<file path="src/hdl/cms_pkg.sv">
// Constants, register map and types shared by the node supervision block.
// Assumes a single 125 MHz clock and a synchronous active-high reset.
package cms_pkg;
  localparam int NODES         = 8;
  localparam int CLK_PERIOD_NS = 8;
  localparam int MS_NS         = 1000000;
  localparam int MS_CYCLES     = (MS_NS + CLK_PERIOD_NS - 1) / CLK_PERIOD_NS;

  localparam logic [7:0] A_GUARD_EN  = 8'h00;
  localparam logic [7:0] A_POS       = 8'h04;
  localparam logic [7:0] A_MAP       = 8'h08;
  localparam logic [7:0] A_ERROR     = 8'h0c;
  localparam logic [7:0] A_STATUS    = 8'h10;
  localparam logic [2:0] A_NODE_PAGE = 3'h1;

  localparam int POS_CTRL    = 0;
  localparam int POS_LIVE    = 8;
  localparam int POS_EMCY    = 16;
  localparam int POS_ERR     = 24;
  localparam int MAP_CTRL_EN = 0;
  localparam int MAP_REQ_WIN = 8;
  localparam int MAP_RSP_WIN = 16;
  localparam int CFG_IVAL    = 0;
  localparam int CFG_LIMIT   = 16;

  localparam logic [7:0]  RST_GUARD_EN = 8'h00;
  localparam logic [31:0] RST_POS      = 32'h0a09_0200;
  localparam logic [31:0] RST_MAP      = 32'h0008_0800;
  localparam logic [31:0] RST_NODE_CFG = 32'h0003_03e8;

  localparam int CTL_EMCY = 7;
  localparam int CTL_OP   = 6;
  localparam int CTL_RTR  = 5;

  localparam int EMCY_DEPTH   = 10;
  localparam int EMCY_PTR_W   = 4;
  localparam int EMCY_W       = 67;
  localparam int EMCY_REC_LEN = 10;
  localparam int ERR_FAIL     = 0;
  localparam int ERR_OVERRUN  = 1;

  localparam int SR_IDX_LO   = 0;
  localparam int SR_IDX_HI   = 1;
  localparam int SR_SUB      = 2;
  localparam int SR_CMD      = 3;
  localparam int SR_STATUS   = 3;
  localparam int SR_NO       = 4;
  localparam int SR_NODE     = 5;
  localparam int SR_LEN      = 6;
  localparam int SR_DATA     = 7;
  localparam int SDO_DBYTES  = 4;
  localparam int SDO_REC_LEN = 11;
  localparam logic [7:0] SDO_OK   = 8'h00;
  localparam logic [7:0] SDO_BUSY = 8'h01;

  typedef enum logic [1:0] {
    SDO_IDLE = 2'b01,
    SDO_WAIT = 2'b10
  } cms_sdo_state_type;
endpackage : cms_pkg

</file>
<file path="src/hdl/cms_emcy_mem.sv">
// Small register-file memory holding the queued emergency messages.
// Assumes one writer and one reader; read data is registered.
module cms_emcy_mem #(
  parameter int WIDTH = 8,
  parameter int DEPTH = 4,
  parameter int AW    = 2
) (
  input  wire logic             sys_clk,
  input  wire logic             we,
  input  wire logic [AW-1:0]    waddr,
  input  wire logic [WIDTH-1:0] wdata,
  input  wire logic [AW-1:0]    raddr,
  output logic      [WIDTH-1:0] rdata
);
  logic [WIDTH-1:0] mem_ff [DEPTH];
  logic [WIDTH-1:0] rdata_ff;
  logic [WIDTH-1:0] nxt_rdata;

  always_comb begin
    nxt_rdata = mem_ff[raddr];
  end

  // Storage has no reset; the queue pointers guard against stale entries.
  always_ff @(posedge sys_clk) begin
    if (we) begin
      mem_ff[waddr] <= wdata;
    end
    rdata_ff <= nxt_rdata;
  end

  assign rdata = rdata_ff;
endmodule : cms_emcy_mem

</file>
<file path="src/hdl/cms_node_supervisor.sv">
// Node guarding, emergency queue, fieldbus control byte and SDO window.
// Assumes an AHB-Lite master, synchronous fieldbus byte strobes and a CAN engine.
// What this block does
// No node is guarded after reset; each enabled node has id, interval and limit.
// Each guarded node gets a guard request every interval in milliseconds.
// A node fails only when consecutive missed answers reach its miss limit.
// Liveness of eight nodes is packed into one status byte.
// Lowest node sits in bit 0, highest node in bit 7.
// Liveness is 1 only for an enabled node that answered in time.
// The liveness byte appears at a configurable fieldbus output position.
// Up to ten emergency messages are queued, only from guarded nodes.
// Arrivals raise a pending counter; data, count and sender are shown.
// The control byte acts only when mapped, at its configured input position.
// Toggling bit 7 loads the next message and lowers a nonzero counter.
// Any change of bit 6 sends a start command to make slaves operational.
// A rising bit 5 requests all receive PDOs by remote frames.
// The configuration maps between one and fifty receive PDOs for remote requests; the block has no PDO count setting, only one rtr_all pulse.
// Control bits 4 to 0 are reserved and ignored.
// The error byte appears at a configurable fieldbus output position.
// Only the fieldbus master starts SDO; echoing the request number completes it.
// The fieldbus master reserves room for the longest SDO record.
// Response status is 0 for success, 1 for busy, else error.
// Reply data beyond the request length is cut; otherwise true length returns.
// Each request carries node, index, subindex, command, number and length.
//
// Design decisions made here: the AHB-Lite slave port and the address map.
module cms_node_supervisor #(
  parameter int MS_TICKS = cms_pkg::MS_CYCLES
) (
  input  wire logic                     sys_clk,
  input  wire logic                     rst,
  input  wire logic                     hsel,
  input  wire logic [31:0]              haddr,
  input  wire logic [1:0]               htrans,
  input  wire logic                     hwrite,
  input  wire logic [2:0]               hsize,
  input  wire logic [31:0]              hwdata,
  input  wire logic                     hready,
  output logic      [31:0]              hrdata,
  output logic                          hreadyout,
  output logic                          hresp,
  input  wire logic [cms_pkg::NODES-1:0] guard_ans,
  output logic      [cms_pkg::NODES-1:0] guard_req,
  input  wire logic                     emcy_valid,
  input  wire logic [7:0]               emcy_node,
  input  wire logic [63:0]              emcy_data,
  output logic                          nmt_start,
  output logic                          rtr_all,
  input  wire logic                     fb_in_we,
  input  wire logic [7:0]               fb_in_idx,
  input  wire logic [7:0]               fb_in_data,
  input  wire logic [7:0]               fb_out_idx,
  output logic      [7:0]               fb_out_data,
  output logic                          sdo_req,
  output logic      [7:0]               sdo_node,
  output logic      [15:0]              sdo_index,
  output logic      [7:0]               sdo_sub,
  output logic      [7:0]               sdo_cmd,
  output logic      [7:0]               sdo_len,
  output logic      [31:0]              sdo_wdata,
  input  wire logic                     sdo_done,
  input  wire logic [7:0]               sdo_done_status,
  input  wire logic [7:0]               sdo_done_len,
  input  wire logic [31:0]              sdo_done_data
);
  import cms_pkg::*;

  logic [31:0] tick_cnt_ff, nxt_tick_cnt;
  logic        ms_tick_ff, nxt_ms_tick;

  always_comb begin
    nxt_tick_cnt = tick_cnt_ff + 32'h1;
    nxt_ms_tick  = 1'b0;
    if (tick_cnt_ff == 32'(MS_TICKS - 1)) begin
      nxt_tick_cnt = 32'h0;
      nxt_ms_tick  = 1'b1;
    end
  end

  always_ff @(posedge sys_clk) begin
    if (rst) begin
      tick_cnt_ff <= 32'h0;
      ms_tick_ff  <= 1'b0;
    end else begin
      tick_cnt_ff <= nxt_tick_cnt;
      ms_tick_ff  <= nxt_ms_tick;
    end
  end

  logic [7:0]  guard_en_ff, nxt_guard_en;
  logic [31:0] pos_ff, nxt_pos;
  logic [31:0] map_ff, nxt_map;
  logic [31:0] node_cfg_ff [NODES];
  logic [31:0] nxt_node_cfg [NODES];
  logic        ovr_ff, nxt_ovr;
  logic        ap_wr_ff, nxt_ap_wr;
  logic        rd_pend_ff, nxt_rd_pend;
  logic [7:0]  ap_addr_ff, nxt_ap_addr;
  logic [31:0] rdata_ff, nxt_rdata;
  logic        ready_ff, nxt_ready;
  logic        take;
  logic        ovr_set;
  logic [7:0]  live_w, fail_w, err_byte;
  logic [3:0]  count_ff;
  logic [2:0]  cur_node_ff;
  logic [7:0]  request_window_offset, response_window_offset;

  assign request_window_offset  = map_ff[MAP_REQ_WIN +: 8];
  assign response_window_offset = map_ff[MAP_RSP_WIN +: 8];
  assign err_byte = {6'h00, ovr_ff, |fail_w};

  // Reads take one wait state so that a write in the preceding data phase is seen.
  always_comb begin
    take         = hsel & hready & htrans[1];
    nxt_ap_wr    = take & hwrite & (hsize == 3'h2);
    nxt_rd_pend  = take & ~hwrite;
    nxt_ap_addr  = take ? haddr[7:0] : ap_addr_ff;
    nxt_ready    = ~(take & ~hwrite);
    nxt_rdata    = rdata_ff;
    nxt_guard_en = guard_en_ff;
    nxt_pos      = pos_ff;
    nxt_map      = map_ff;
    nxt_node_cfg = node_cfg_ff;
    nxt_ovr      = ovr_ff;
    if (rd_pend_ff) begin
      case (ap_addr_ff)
        A_GUARD_EN: nxt_rdata = {24'h0, guard_en_ff};
        A_POS:      nxt_rdata = pos_ff;
        A_MAP:      nxt_rdata = map_ff;
        A_ERROR:    nxt_rdata = {24'h0, err_byte};
        A_STATUS:   nxt_rdata = {13'h0, cur_node_ff, 4'h0, count_ff, live_w};
        default:    nxt_rdata = (ap_addr_ff[7:5] == A_NODE_PAGE && ap_addr_ff[1:0] == 2'h0)
                                ? node_cfg_ff[ap_addr_ff[4:2]] : 32'h0;
      endcase
    end
    if (ap_wr_ff) begin
      case (ap_addr_ff)
        A_GUARD_EN: nxt_guard_en = hwdata[7:0];
        A_POS:      nxt_pos = hwdata;
        A_MAP:      nxt_map = hwdata;
        A_ERROR:    nxt_ovr = ovr_ff & ~hwdata[ERR_OVERRUN];
        default: begin
          if (ap_addr_ff[7:5] == A_NODE_PAGE && ap_addr_ff[1:0] == 2'h0) begin
            nxt_node_cfg[ap_addr_ff[4:2]] = hwdata;
          end
        end
      endcase
    end
    // A new overrun wins over a clear in the same cycle.
    if (ovr_set) begin
      nxt_ovr = 1'b1;
    end
  end

  always_ff @(posedge sys_clk) begin
    if (rst) begin
      guard_en_ff <= RST_GUARD_EN;
      pos_ff      <= RST_POS;
      map_ff      <= RST_MAP;
      node_cfg_ff <= '{default: RST_NODE_CFG};
      ovr_ff      <= 1'b0;
      ap_wr_ff    <= 1'b0;
      rd_pend_ff  <= 1'b0;
      ap_addr_ff  <= 8'h00;
      rdata_ff    <= 32'h0;
      ready_ff    <= 1'b1;
    end else begin
      guard_en_ff <= nxt_guard_en;
      pos_ff      <= nxt_pos;
      map_ff      <= nxt_map;
      node_cfg_ff <= nxt_node_cfg;
      ovr_ff      <= nxt_ovr;
      ap_wr_ff    <= nxt_ap_wr;
      rd_pend_ff  <= nxt_rd_pend;
      ap_addr_ff  <= nxt_ap_addr;
      rdata_ff    <= nxt_rdata;
      ready_ff    <= nxt_ready;
    end
  end

  assign hrdata    = rdata_ff;
  assign hreadyout = ready_ff;
  assign hresp     = 1'b0;

  for (genvar i = 0; i < NODES; i++) begin : g_node
    logic [15:0] ms_cnt_ff, nxt_ms_cnt;
    logic [7:0]  miss_ff, nxt_miss;
    logic        wait_ff, nxt_wait, alive_ff, nxt_alive;
    logic        failed_ff, nxt_failed, req_ff, nxt_req;
    logic        missed;

    always_comb begin
      nxt_ms_cnt = ms_cnt_ff;
      nxt_miss   = miss_ff;
      nxt_wait   = wait_ff;
      nxt_alive  = alive_ff;
      nxt_failed = failed_ff;
      nxt_req    = 1'b0;
      missed     = wait_ff & ~guard_ans[i];
      if (!guard_en_ff[i]) begin
        nxt_ms_cnt = 16'h0;
        nxt_miss   = 8'h00;
        nxt_wait   = 1'b0;
        nxt_alive  = 1'b0;
        nxt_failed = 1'b0;
      end else begin
        if (guard_ans[i] && wait_ff) begin
          nxt_alive  = 1'b1;
          nxt_failed = 1'b0;
          nxt_miss   = 8'h00;
          nxt_wait   = 1'b0;
        end
        if (ms_tick_ff) begin
          if ({1'b0, ms_cnt_ff} + 17'h1 >= {1'b0, node_cfg_ff[i][CFG_IVAL +: 16]}) begin
            nxt_ms_cnt = 16'h0;
            nxt_req    = 1'b1;
            nxt_wait   = 1'b1;
            if (missed) begin
              nxt_miss = (miss_ff == 8'hff) ? miss_ff : miss_ff + 8'h1;
              if ({1'b0, miss_ff} + 9'h1 >= {1'b0, node_cfg_ff[i][CFG_LIMIT +: 8]}) begin
                nxt_alive  = 1'b0;
                nxt_failed = 1'b1;
              end
            end
          end else begin
            nxt_ms_cnt = ms_cnt_ff + 16'h1;
          end
        end
      end
    end

    always_ff @(posedge sys_clk) begin
      if (rst) begin
        ms_cnt_ff <= 16'h0;
        miss_ff   <= 8'h00;
        wait_ff   <= 1'b0;
        alive_ff  <= 1'b0;
        failed_ff <= 1'b0;
        req_ff    <= 1'b0;
      end else begin
        ms_cnt_ff <= nxt_ms_cnt;
        miss_ff   <= nxt_miss;
        wait_ff   <= nxt_wait;
        alive_ff  <= nxt_alive;
        failed_ff <= nxt_failed;
        req_ff    <= nxt_req;
      end
    end

    assign live_w[i]    = alive_ff;
    assign fail_w[i]    = failed_ff;
    assign guard_req[i] = req_ff;
  end

  logic       ctrl_hit, pop;
  logic [2:0] ctl_prev_ff, nxt_ctl_prev;
  logic       nmt_ff, nxt_nmt, rtr_ff, nxt_rtr;

  // Only bits 7 to 5 are kept; the reserved low bits never reach any logic.
  always_comb begin
    ctrl_hit     = fb_in_we & map_ff[MAP_CTRL_EN] & (fb_in_idx == pos_ff[POS_CTRL +: 8]);
    nxt_ctl_prev = ctl_prev_ff;
    nxt_nmt      = 1'b0;
    nxt_rtr      = 1'b0;
    pop          = 1'b0;
    if (ctrl_hit) begin
      nxt_ctl_prev = fb_in_data[CTL_EMCY:CTL_RTR];
      pop     = (fb_in_data[CTL_EMCY] != ctl_prev_ff[2]) && (count_ff != 4'h0);
      nxt_nmt = fb_in_data[CTL_OP] != ctl_prev_ff[1];
      nxt_rtr = fb_in_data[CTL_RTR] & ~ctl_prev_ff[0];
    end
  end

  always_ff @(posedge sys_clk) begin
    if (rst) begin
      ctl_prev_ff <= 3'h0;
      nmt_ff      <= 1'b0;
      rtr_ff      <= 1'b0;
    end else begin
      ctl_prev_ff <= nxt_ctl_prev;
      nmt_ff      <= nxt_nmt;
      rtr_ff      <= nxt_rtr;
    end
  end

  assign nmt_start = nmt_ff;
  assign rtr_all   = rtr_ff;

  logic [3:0]        wr_ptr_ff, nxt_wr_ptr, rd_ptr_ff, nxt_rd_ptr, nxt_count;
  logic              load_ff, nxt_load, push, node_ok;
  logic [2:0]        emcy_idx, nxt_cur_node;
  logic [63:0]       cur_data_ff, nxt_cur_data;
  logic [EMCY_W-1:0] mem_rdata;

  always_comb begin
    emcy_idx     = 3'(emcy_node - 8'h1);
    node_ok      = (emcy_node != 8'h00) && (emcy_node <= 8'(NODES)) && guard_en_ff[emcy_idx];
    push         = emcy_valid & node_ok & (count_ff != 4'(EMCY_DEPTH));
    ovr_set      = emcy_valid & node_ok & (count_ff == 4'(EMCY_DEPTH));
    nxt_wr_ptr   = wr_ptr_ff;
    nxt_rd_ptr   = rd_ptr_ff;
    nxt_count    = count_ff;
    nxt_load     = pop;
    nxt_cur_node = cur_node_ff;
    nxt_cur_data = cur_data_ff;
    if (push) begin
      nxt_wr_ptr = (wr_ptr_ff == 4'(EMCY_DEPTH - 1)) ? 4'h0 : wr_ptr_ff + 4'h1;
    end
    if (pop) begin
      nxt_rd_ptr = (rd_ptr_ff == 4'(EMCY_DEPTH - 1)) ? 4'h0 : rd_ptr_ff + 4'h1;
    end
    if (push && !pop) begin
      nxt_count = count_ff + 4'h1;
    end else if (pop && !push) begin
      nxt_count = count_ff - 4'h1;
    end
    if (load_ff) begin
      nxt_cur_node = mem_rdata[EMCY_W-1 -: 3];
      nxt_cur_data = mem_rdata[63:0];
    end
  end

  always_ff @(posedge sys_clk) begin
    if (rst) begin
      wr_ptr_ff   <= 4'h0;
      rd_ptr_ff   <= 4'h0;
      count_ff    <= 4'h0;
      load_ff     <= 1'b0;
      cur_node_ff <= 3'h0;
      cur_data_ff <= 64'h0;
    end else begin
      wr_ptr_ff   <= nxt_wr_ptr;
      rd_ptr_ff   <= nxt_rd_ptr;
      count_ff    <= nxt_count;
      load_ff     <= nxt_load;
      cur_node_ff <= nxt_cur_node;
      cur_data_ff <= nxt_cur_data;
    end
  end

  cms_emcy_mem #(.WIDTH(EMCY_W), .DEPTH(EMCY_DEPTH), .AW(EMCY_PTR_W)) u_emcy_mem (
    .sys_clk (sys_clk),
    .we      (push),
    .waddr   (wr_ptr_ff),
    .wdata   ({emcy_idx, emcy_data}),
    .raddr   (rd_ptr_ff),
    .rdata   (mem_rdata)
  );

  cms_sdo_state_type sdo_st_ff, nxt_sdo_st;
  logic [7:0] req_ff [SDO_REC_LEN];
  logic [7:0] nxt_req [SDO_REC_LEN];
  logic [7:0] rsp_ff [SDO_REC_LEN];
  logic [7:0] nxt_rsp [SDO_REC_LEN];
  logic       sdo_req_ff, nxt_sdo_req;
  logic [7:0] req_off, cut_len;

  always_comb begin
    req_off     = fb_in_idx - request_window_offset;
    nxt_req     = req_ff;
    nxt_rsp     = rsp_ff;
    nxt_sdo_st  = sdo_st_ff;
    nxt_sdo_req = 1'b0;
    cut_len     = (sdo_done_len > req_ff[SR_LEN]) ? req_ff[SR_LEN] : sdo_done_len;
    for (int k = 0; k < SDO_REC_LEN; k++) begin
      if (fb_in_we && req_off == 8'(k)) begin
        nxt_req[k] = fb_in_data;
      end
    end
    case (sdo_st_ff)
      SDO_IDLE: begin
        if (req_ff[SR_NO] != rsp_ff[SR_NO]) begin
          nxt_sdo_req        = 1'b1;
          nxt_rsp[SR_STATUS] = SDO_BUSY;
          nxt_sdo_st         = SDO_WAIT;
        end
      end
      SDO_WAIT: begin
        if (sdo_done) begin
          for (int k = 0; k < SDO_REC_LEN; k++) begin
            nxt_rsp[k] = req_ff[k];
          end
          nxt_rsp[SR_STATUS] = sdo_done_status;
          nxt_rsp[SR_LEN]    = cut_len;
          for (int k = 0; k < SDO_DBYTES; k++) begin
            nxt_rsp[SR_DATA + k] = (8'(k) < cut_len) ? sdo_done_data[8*k +: 8] : 8'h00;
          end
          nxt_sdo_st = SDO_IDLE;
        end
      end
      default: nxt_sdo_st = SDO_IDLE;
    endcase
  end

  always_ff @(posedge sys_clk) begin
    if (rst) begin
      sdo_st_ff  <= SDO_IDLE;
      req_ff     <= '{default: 8'h00};
      rsp_ff     <= '{default: 8'h00};
      sdo_req_ff <= 1'b0;
    end else begin
      sdo_st_ff  <= nxt_sdo_st;
      req_ff     <= nxt_req;
      rsp_ff     <= nxt_rsp;
      sdo_req_ff <= nxt_sdo_req;
    end
  end

  assign sdo_req   = sdo_req_ff;
  assign sdo_node  = req_ff[SR_NODE];
  assign sdo_index = {req_ff[SR_IDX_HI], req_ff[SR_IDX_LO]};
  assign sdo_sub   = req_ff[SR_SUB];
  assign sdo_cmd   = req_ff[SR_CMD];
  assign sdo_len   = req_ff[SR_LEN];
  assign sdo_wdata = {req_ff[SR_DATA+3], req_ff[SR_DATA+2], req_ff[SR_DATA+1], req_ff[SR_DATA]};

  logic [7:0] fb_out_ff, nxt_fb_out, e_off, r_off;

  // Later matches override earlier ones when configured areas overlap.
  always_comb begin
    e_off      = fb_out_idx - pos_ff[POS_EMCY +: 8];
    r_off      = fb_out_idx - response_window_offset;
    nxt_fb_out = 8'h00;
    if (fb_out_idx == pos_ff[POS_LIVE +: 8]) begin
      nxt_fb_out = live_w;
    end
    if (e_off == 8'h00) begin
      nxt_fb_out = {4'h0, count_ff};
    end else if (e_off == 8'h01) begin
      nxt_fb_out = 8'({cur_node_ff} + 4'h1);
    end else if (e_off < 8'(EMCY_REC_LEN)) begin
      nxt_fb_out = cur_data_ff[8*3'(e_off[2:0]-3'h2) +: 8];
    end
    if (fb_out_idx == pos_ff[POS_ERR +: 8]) begin
      nxt_fb_out = err_byte;
    end
    for (int k = 0; k < SDO_REC_LEN; k++) begin
      if (r_off == 8'(k)) begin
        nxt_fb_out = rsp_ff[k];
      end
    end
  end

  always_ff @(posedge sys_clk) begin
    if (rst) begin
      fb_out_ff <= 8'h00;
    end else begin
      fb_out_ff <= nxt_fb_out;
    end
  end

  assign fb_out_data = fb_out_ff;

  property p_live_needs_en;
    @(posedge sys_clk) disable iff (rst) (live_w & ~$past(guard_en_ff)) == 8'h00;
  endproperty
  a_live_needs_en: assert property (p_live_needs_en) else $error("liveness set for a disabled node");
  property p_req_spacing;
    @(posedge sys_clk) disable iff (rst) guard_req[0] |=> !guard_req[0];
  endproperty
  a_req_spacing: assert property (p_req_spacing) else $error("guard requests back to back");
  property p_count_max;
    @(posedge sys_clk) disable iff (rst) count_ff <= 4'(EMCY_DEPTH);
  endproperty
  a_count_max: assert property (p_count_max) else $error("emergency count above depth");
  property p_reject;
    @(posedge sys_clk) disable iff (rst) (emcy_valid && !node_ok && !pop) |=> $stable(count_ff);
  endproperty
  a_reject: assert property (p_reject) else $error("message from unguarded node queued");
  property p_push_inc;
    @(posedge sys_clk) disable iff (rst) (push && !pop) |=> count_ff == $past(count_ff) + 4'h1;
  endproperty
  a_push_inc: assert property (p_push_inc) else $error("counter did not rise");
  property p_pop_dec;
    @(posedge sys_clk) disable iff (rst)
      (ctrl_hit && fb_in_data[7] != ctl_prev_ff[2] && !push) |=>
      count_ff == (($past(count_ff) == 4'h0) ? 4'h0 : $past(count_ff) - 4'h1);
  endproperty
  a_pop_dec: assert property (p_pop_dec) else $error("toggle did not lower counter");
  property p_nmt;
    @(posedge sys_clk) disable iff (rst) nmt_start |-> $past(ctrl_hit) && $past(fb_in_data[6]) != $past(ctl_prev_ff[1]);
  endproperty
  a_nmt: assert property (p_nmt) else $error("start command without bit 6 change");
  property p_rtr;
    @(posedge sys_clk) disable iff (rst) rtr_all |-> ctl_prev_ff[0] && !$past(ctl_prev_ff[0]);
  endproperty
  a_rtr: assert property (p_rtr) else $error("remote request without rising bit 5");
  property p_unmapped;
    @(posedge sys_clk) disable iff (rst) !map_ff[0] ##1 !map_ff[0] |-> !nmt_start && !rtr_all;
  endproperty
  a_unmapped: assert property (p_unmapped) else $error("control acted while unmapped");
  property p_sdo_busy;
    @(posedge sys_clk) disable iff (rst) sdo_req |-> sdo_st_ff == SDO_WAIT && rsp_ff[SR_STATUS] == SDO_BUSY;
  endproperty
  a_sdo_busy: assert property (p_sdo_busy) else $error("busy status missing");
  property p_sdo_echo;
    @(posedge sys_clk) disable iff (rst)
      (sdo_st_ff == SDO_WAIT && sdo_done) |=> rsp_ff[SR_NO] == $past(req_ff[SR_NO]) && rsp_ff[SR_LEN] <= sdo_len;
  endproperty
  a_sdo_echo: assert property (p_sdo_echo) else $error("bad echo or length");
  c_sdo: cover property (@(posedge sys_clk) disable iff (rst) sdo_req ##[1:50] sdo_st_ff == SDO_IDLE);
  c_pop: cover property (@(posedge sys_clk) disable iff (rst) load_ff && count_ff != 4'h0);
  c_live: cover property (@(posedge sys_clk) disable iff (rst) $rose(live_w[0]));
  c_nmt: cover property (@(posedge sys_clk) disable iff (rst) nmt_start);
endmodule : cms_node_supervisor

</file>
<file path="config.mk">
export PLATFORM = sky130hd
export DESIGN_NAME = cms_node_supervisor
export DESIGN_NICKNAME = d
export VERILOG_FILES = /design/src/hdl/cms_pkg.sv /design/src/hdl/cms_emcy_mem.sv /design/src/hdl/cms_node_supervisor.sv
export SDC_FILE = /design/constraint.sdc
export NUM_CORES = 2
export LEC_CHECK = 0
export BUFFER_PORTS_ARGS = -buffer_cell sky130_fd_sc_hd__buf_2
export CELL_PAD_IN_SITES_DETAIL_PLACEMENT = 1
export CELL_PAD_IN_SITES_GLOBAL_PLACEMENT = 1
export CORE_UTILIZATION = 53
export DETAILED_ROUTE_END_ITERATION = 8
export PLACE_DENSITY_LB_ADDON = 0.2
export RECOVER_POWER = 25
export SYNTH_ARGS = -nofsm -noshare
export SYNTH_HDL_FRONTEND = slang
export SYNTH_SLANG_ARGS = --single-unit
export TNS_END_PERCENT = 10
</file>
<file path="constraint.sdc">
create_clock -name sys_clk -period 13.1 [get_ports sys_clk]
set_input_delay 2.62 -clock sys_clk [delete_from_list [all_inputs] [get_ports sys_clk]]
set_output_delay 2.62 -clock sys_clk [all_outputs]
set_load 0.01 [all_outputs]
</file>
==> results.cfg <==
[setup_path]
endpoint_kind = flop
reg2reg_slack_ns = 8.31
cp_max_fo = 42
crit_type = input port to flop
crit_required_ns = 13.56
cp.arrival_ns = 7.07
cp-startpoint = emcy_node[0]
timing.rr.end = u_emcy_mem.mem_ff[8][14]
worstSetupEndpoint = u_emcy_mem.mem_ff[8][14]
cp-start-kind = input port
rr_worst_depth = 9
timing.rr.start = guard_en_ff[1]

[power_and_ir_drop]
ir_drop_mv = 0.124
power.leakage_uw = 0.0294
p_total_uw = 10700
powerDensity_mw_per_mm2 = 129

[global_routing]
grt_antenna_before_repair = 43
grt_usage = 0.344
grt_max_degree = 140
gr-total-overflow = 0
grt_first_pass_wirelength_um = 369000
grt_pass1_vias = 59125

[timing]
max_freq_mhz = 151
hold_slack_ns = 0.421
setup_viol = 0
tns_ns = 0
hold_violations = 0
period_share = 0.504
finClkSkew_ns = 0.0701
fin_crit_ns = 6.61
report.final.slew_viol_count = 0
worst_pin_slew_ns = 1.28
slew_headroom = 0.139
rsz0062_at_grt = no

[floorplanning]
rows = 137
initial_core_util = 0.534
die_x_um = 377
dieHeight_um = 377
pin_count = 362
coreArea_mm2 = 0.140
fp.dieArea_mm2 = 0.142

[logic_synthesis]
syn_area_per_cell_um2 = 10.6
ys_types = 101
synthFlopType = dfxtp_1
ys_ff_latch = 1638
synth_warnings = 0
synth_edf_count = 670
synth_nets = 7497
seq_area_frac_synth = 0.530
syn-cell-area_mm2 = 0.0746
synthCells = 7020
async_reset_ff_frac = 0

[clock_network]
cts_hold_buffers = 0
postCtsSetupBuffers = 0
htreeDepth = 4
cts-resized-gates = 0
clk_pin_slew_ns = 0.07
cts-root-buf = clkbuf_16
worstSkewPairLatency_ns = 0.84
cts_sinks = 1638
cts.path.max_buffers = 3
cts_tree = done
cts_made_buffers = 172

[place]
dpl.hpwl_um = 161000
globalplace.congestion = 0.925
dp_cells = 8787
portBuffers = 335

[route]
vias = 57155
drtIter0Drc = 4877
antenna_left = 0
viasPerCell = 6.26
remaining_drc_errors = 0
drtPass1Iterations = 6
drt_wl_total_um = 247000
avgRoutedWirePerCell_um = 27.1

[job]
maxCapViolCount = 0

[layout]
area_growth_pct = 11.2
num-nets-final = 7562
layout.cells.non_filler = 9129
final_cell_mix = nand2_1 (1,009), dfxtp_1 (958), edfxtp_1 (670)
drive_above_1_share = 0.133
final_common_cell = nand2_1

[worst_hold_path]
min_path_type = flop to flop

[outcome]
status = finished clean
[state kept, by name (all words and copies together) (netlist names), 64 cells and up]
register / cells
u_emcy_mem.rdata: 67
node_cfg_ff: 256
cur_data_ff: 64
g_node.miss_ff: 64
rsp_ff: 88
u_emcy_mem.mem_ff: 670
g_node.ms_cnt_ff: 128
[stage by stage]
stage,setup WS [ns],util,cell area (um^2)
after floorplan,3.67,-,74600
after global placement,6.03,0.552,77000
after detailed placement,5.72,0.552,77000
after CTS,6.58,0.594,82900
after global routing,6.33,0.594,82900
final,6.49,0.594,82900
[layout make-up]
type,count,area (um^2)
Antenna cell,23,57.6
Clock buffer,243,4900
Clock inverter,76,981
Fill cell,14837,56600
Inverter,270,1020
Multi-Input combinational cell,4588,31800
Sequential cell,1638,39500
Tap cell,1876,2350
Timing Repair Buffer,415,2220
[how the worst min path moves through the flow]
stage                   startpoint       to  slack [ns]  cells after the start
floorplan           ctl_prev_ff[0]  rtr_all        0.40                      1
finish              ctl_prev_ff[0]  rtr_all        0.42                      1
detailed placement  ctl_prev_ff[0]  rtr_all        0.41                      1
CTS                 ctl_prev_ff[0]  rtr_all        0.42                      1
global route        ctl_prev_ff[0]  rtr_all        0.44                      1
global placement    ctl_prev_ff[0]  rtr_all        0.41                      1
[power by group]
part / total (uW) / switching, uW / internal, uW
Combinational: 285 / 214 / 70.3
Clock: 5060 / 2200 / 2860
Sequential: 5310 / 7.07 / 5300
[critical path, stage by stage]
cell and delay, ns:
buf_2 0.15, inv_1 0.33, ha_1 0.35, mux4_2 0.25, nand3b_1 0.07, a21boi_0 0.17, o211a_1 0.19, nor2b_1 0.64
nor2b_1 0.29, nand2_1 0.21, nor2_4 0.96, buf_4 0.80
[cells in the mapped netlist, types with 13 or more instances]
cell type | n | share of area
edfxtp_1 | 670 | 0.27
o211ai_1 | 89 | 0.0090
a22oi_1 | 46 | 0.0046
a22o_1 | 16 | 0.0019
mux2_2 | 36 | 0.0054
inv_1 | 269 | 0.014
nor2_1 | 450 | 0.023
nand3_1 | 196 | 0.013
clkbuf_1 | 352 | 0.018
nand2_1 | 1010 | 0.051
buf_4 | 94 | 0.0095
nor2b_1 | 116 | 0.0097
mux4_2 | 217 | 0.066
buf_1 | 56 | 0.0028
nand2b_1 | 37 | 0.0031
o21ai_0 | 178 | 0.012
xnor2_1 | 130 | 0.015
nand4_1 | 56 | 0.0047
a311oi_1 | 27 | 0.0032
buf_2 | 22 | 0.0015
dfxtp_1 | 968 | 0.26
xor2_1 | 111 | 0.013
a31oi_1 | 21 | 0.0018
o21a_1 | 40 | 0.0040
a21o_1 | 52 | 0.0052
or3_1 | 22 | 0.0018
a21oi_1 | 633 | 0.042
ha_1 | 244 | 0.041
and2_1 | 18 | 0.0015
mux2i_1 | 250 | 0.034
nand3b_1 | 34 | 0.0034
nor3_1 | 91 | 0.0061
and3_1 | 97 | 0.0081
nor4_1 | 31 | 0.0026
or4_1 | 13 | 0.0013
a32o_1 | 20 | 0.0027
a211oi_1 | 90 | 0.0091
o31ai_1 | 16 | 0.0016
[cells by family (layout without fill, tap and decap cells)]
family	after synthesis	in the layout	share of synthesized area
AND/OR/NAND/NOR	2243	2243	0.138
flip-flops	1638	1638	0.530
AO/OA/AOI/OAI	1351	1351	0.113
buffers and inverters	794	1004	0.0451
multiplexers	503	503	0.105
adder cells (fa/ha/maj)	248	248	0.0420
XOR/XNOR	242	242	0.0285
other	1	24	0.0000503
[layer usage]
metal	track usage	wire [um]	vias up
met1	0.443	99800	29036
li1	-	-	25241
met4	0.144	10300	30
met5	0	189	-
met2	0.555	116000	2311
met3	0.0797	20700	537
(Power assumes the default switching activity.)
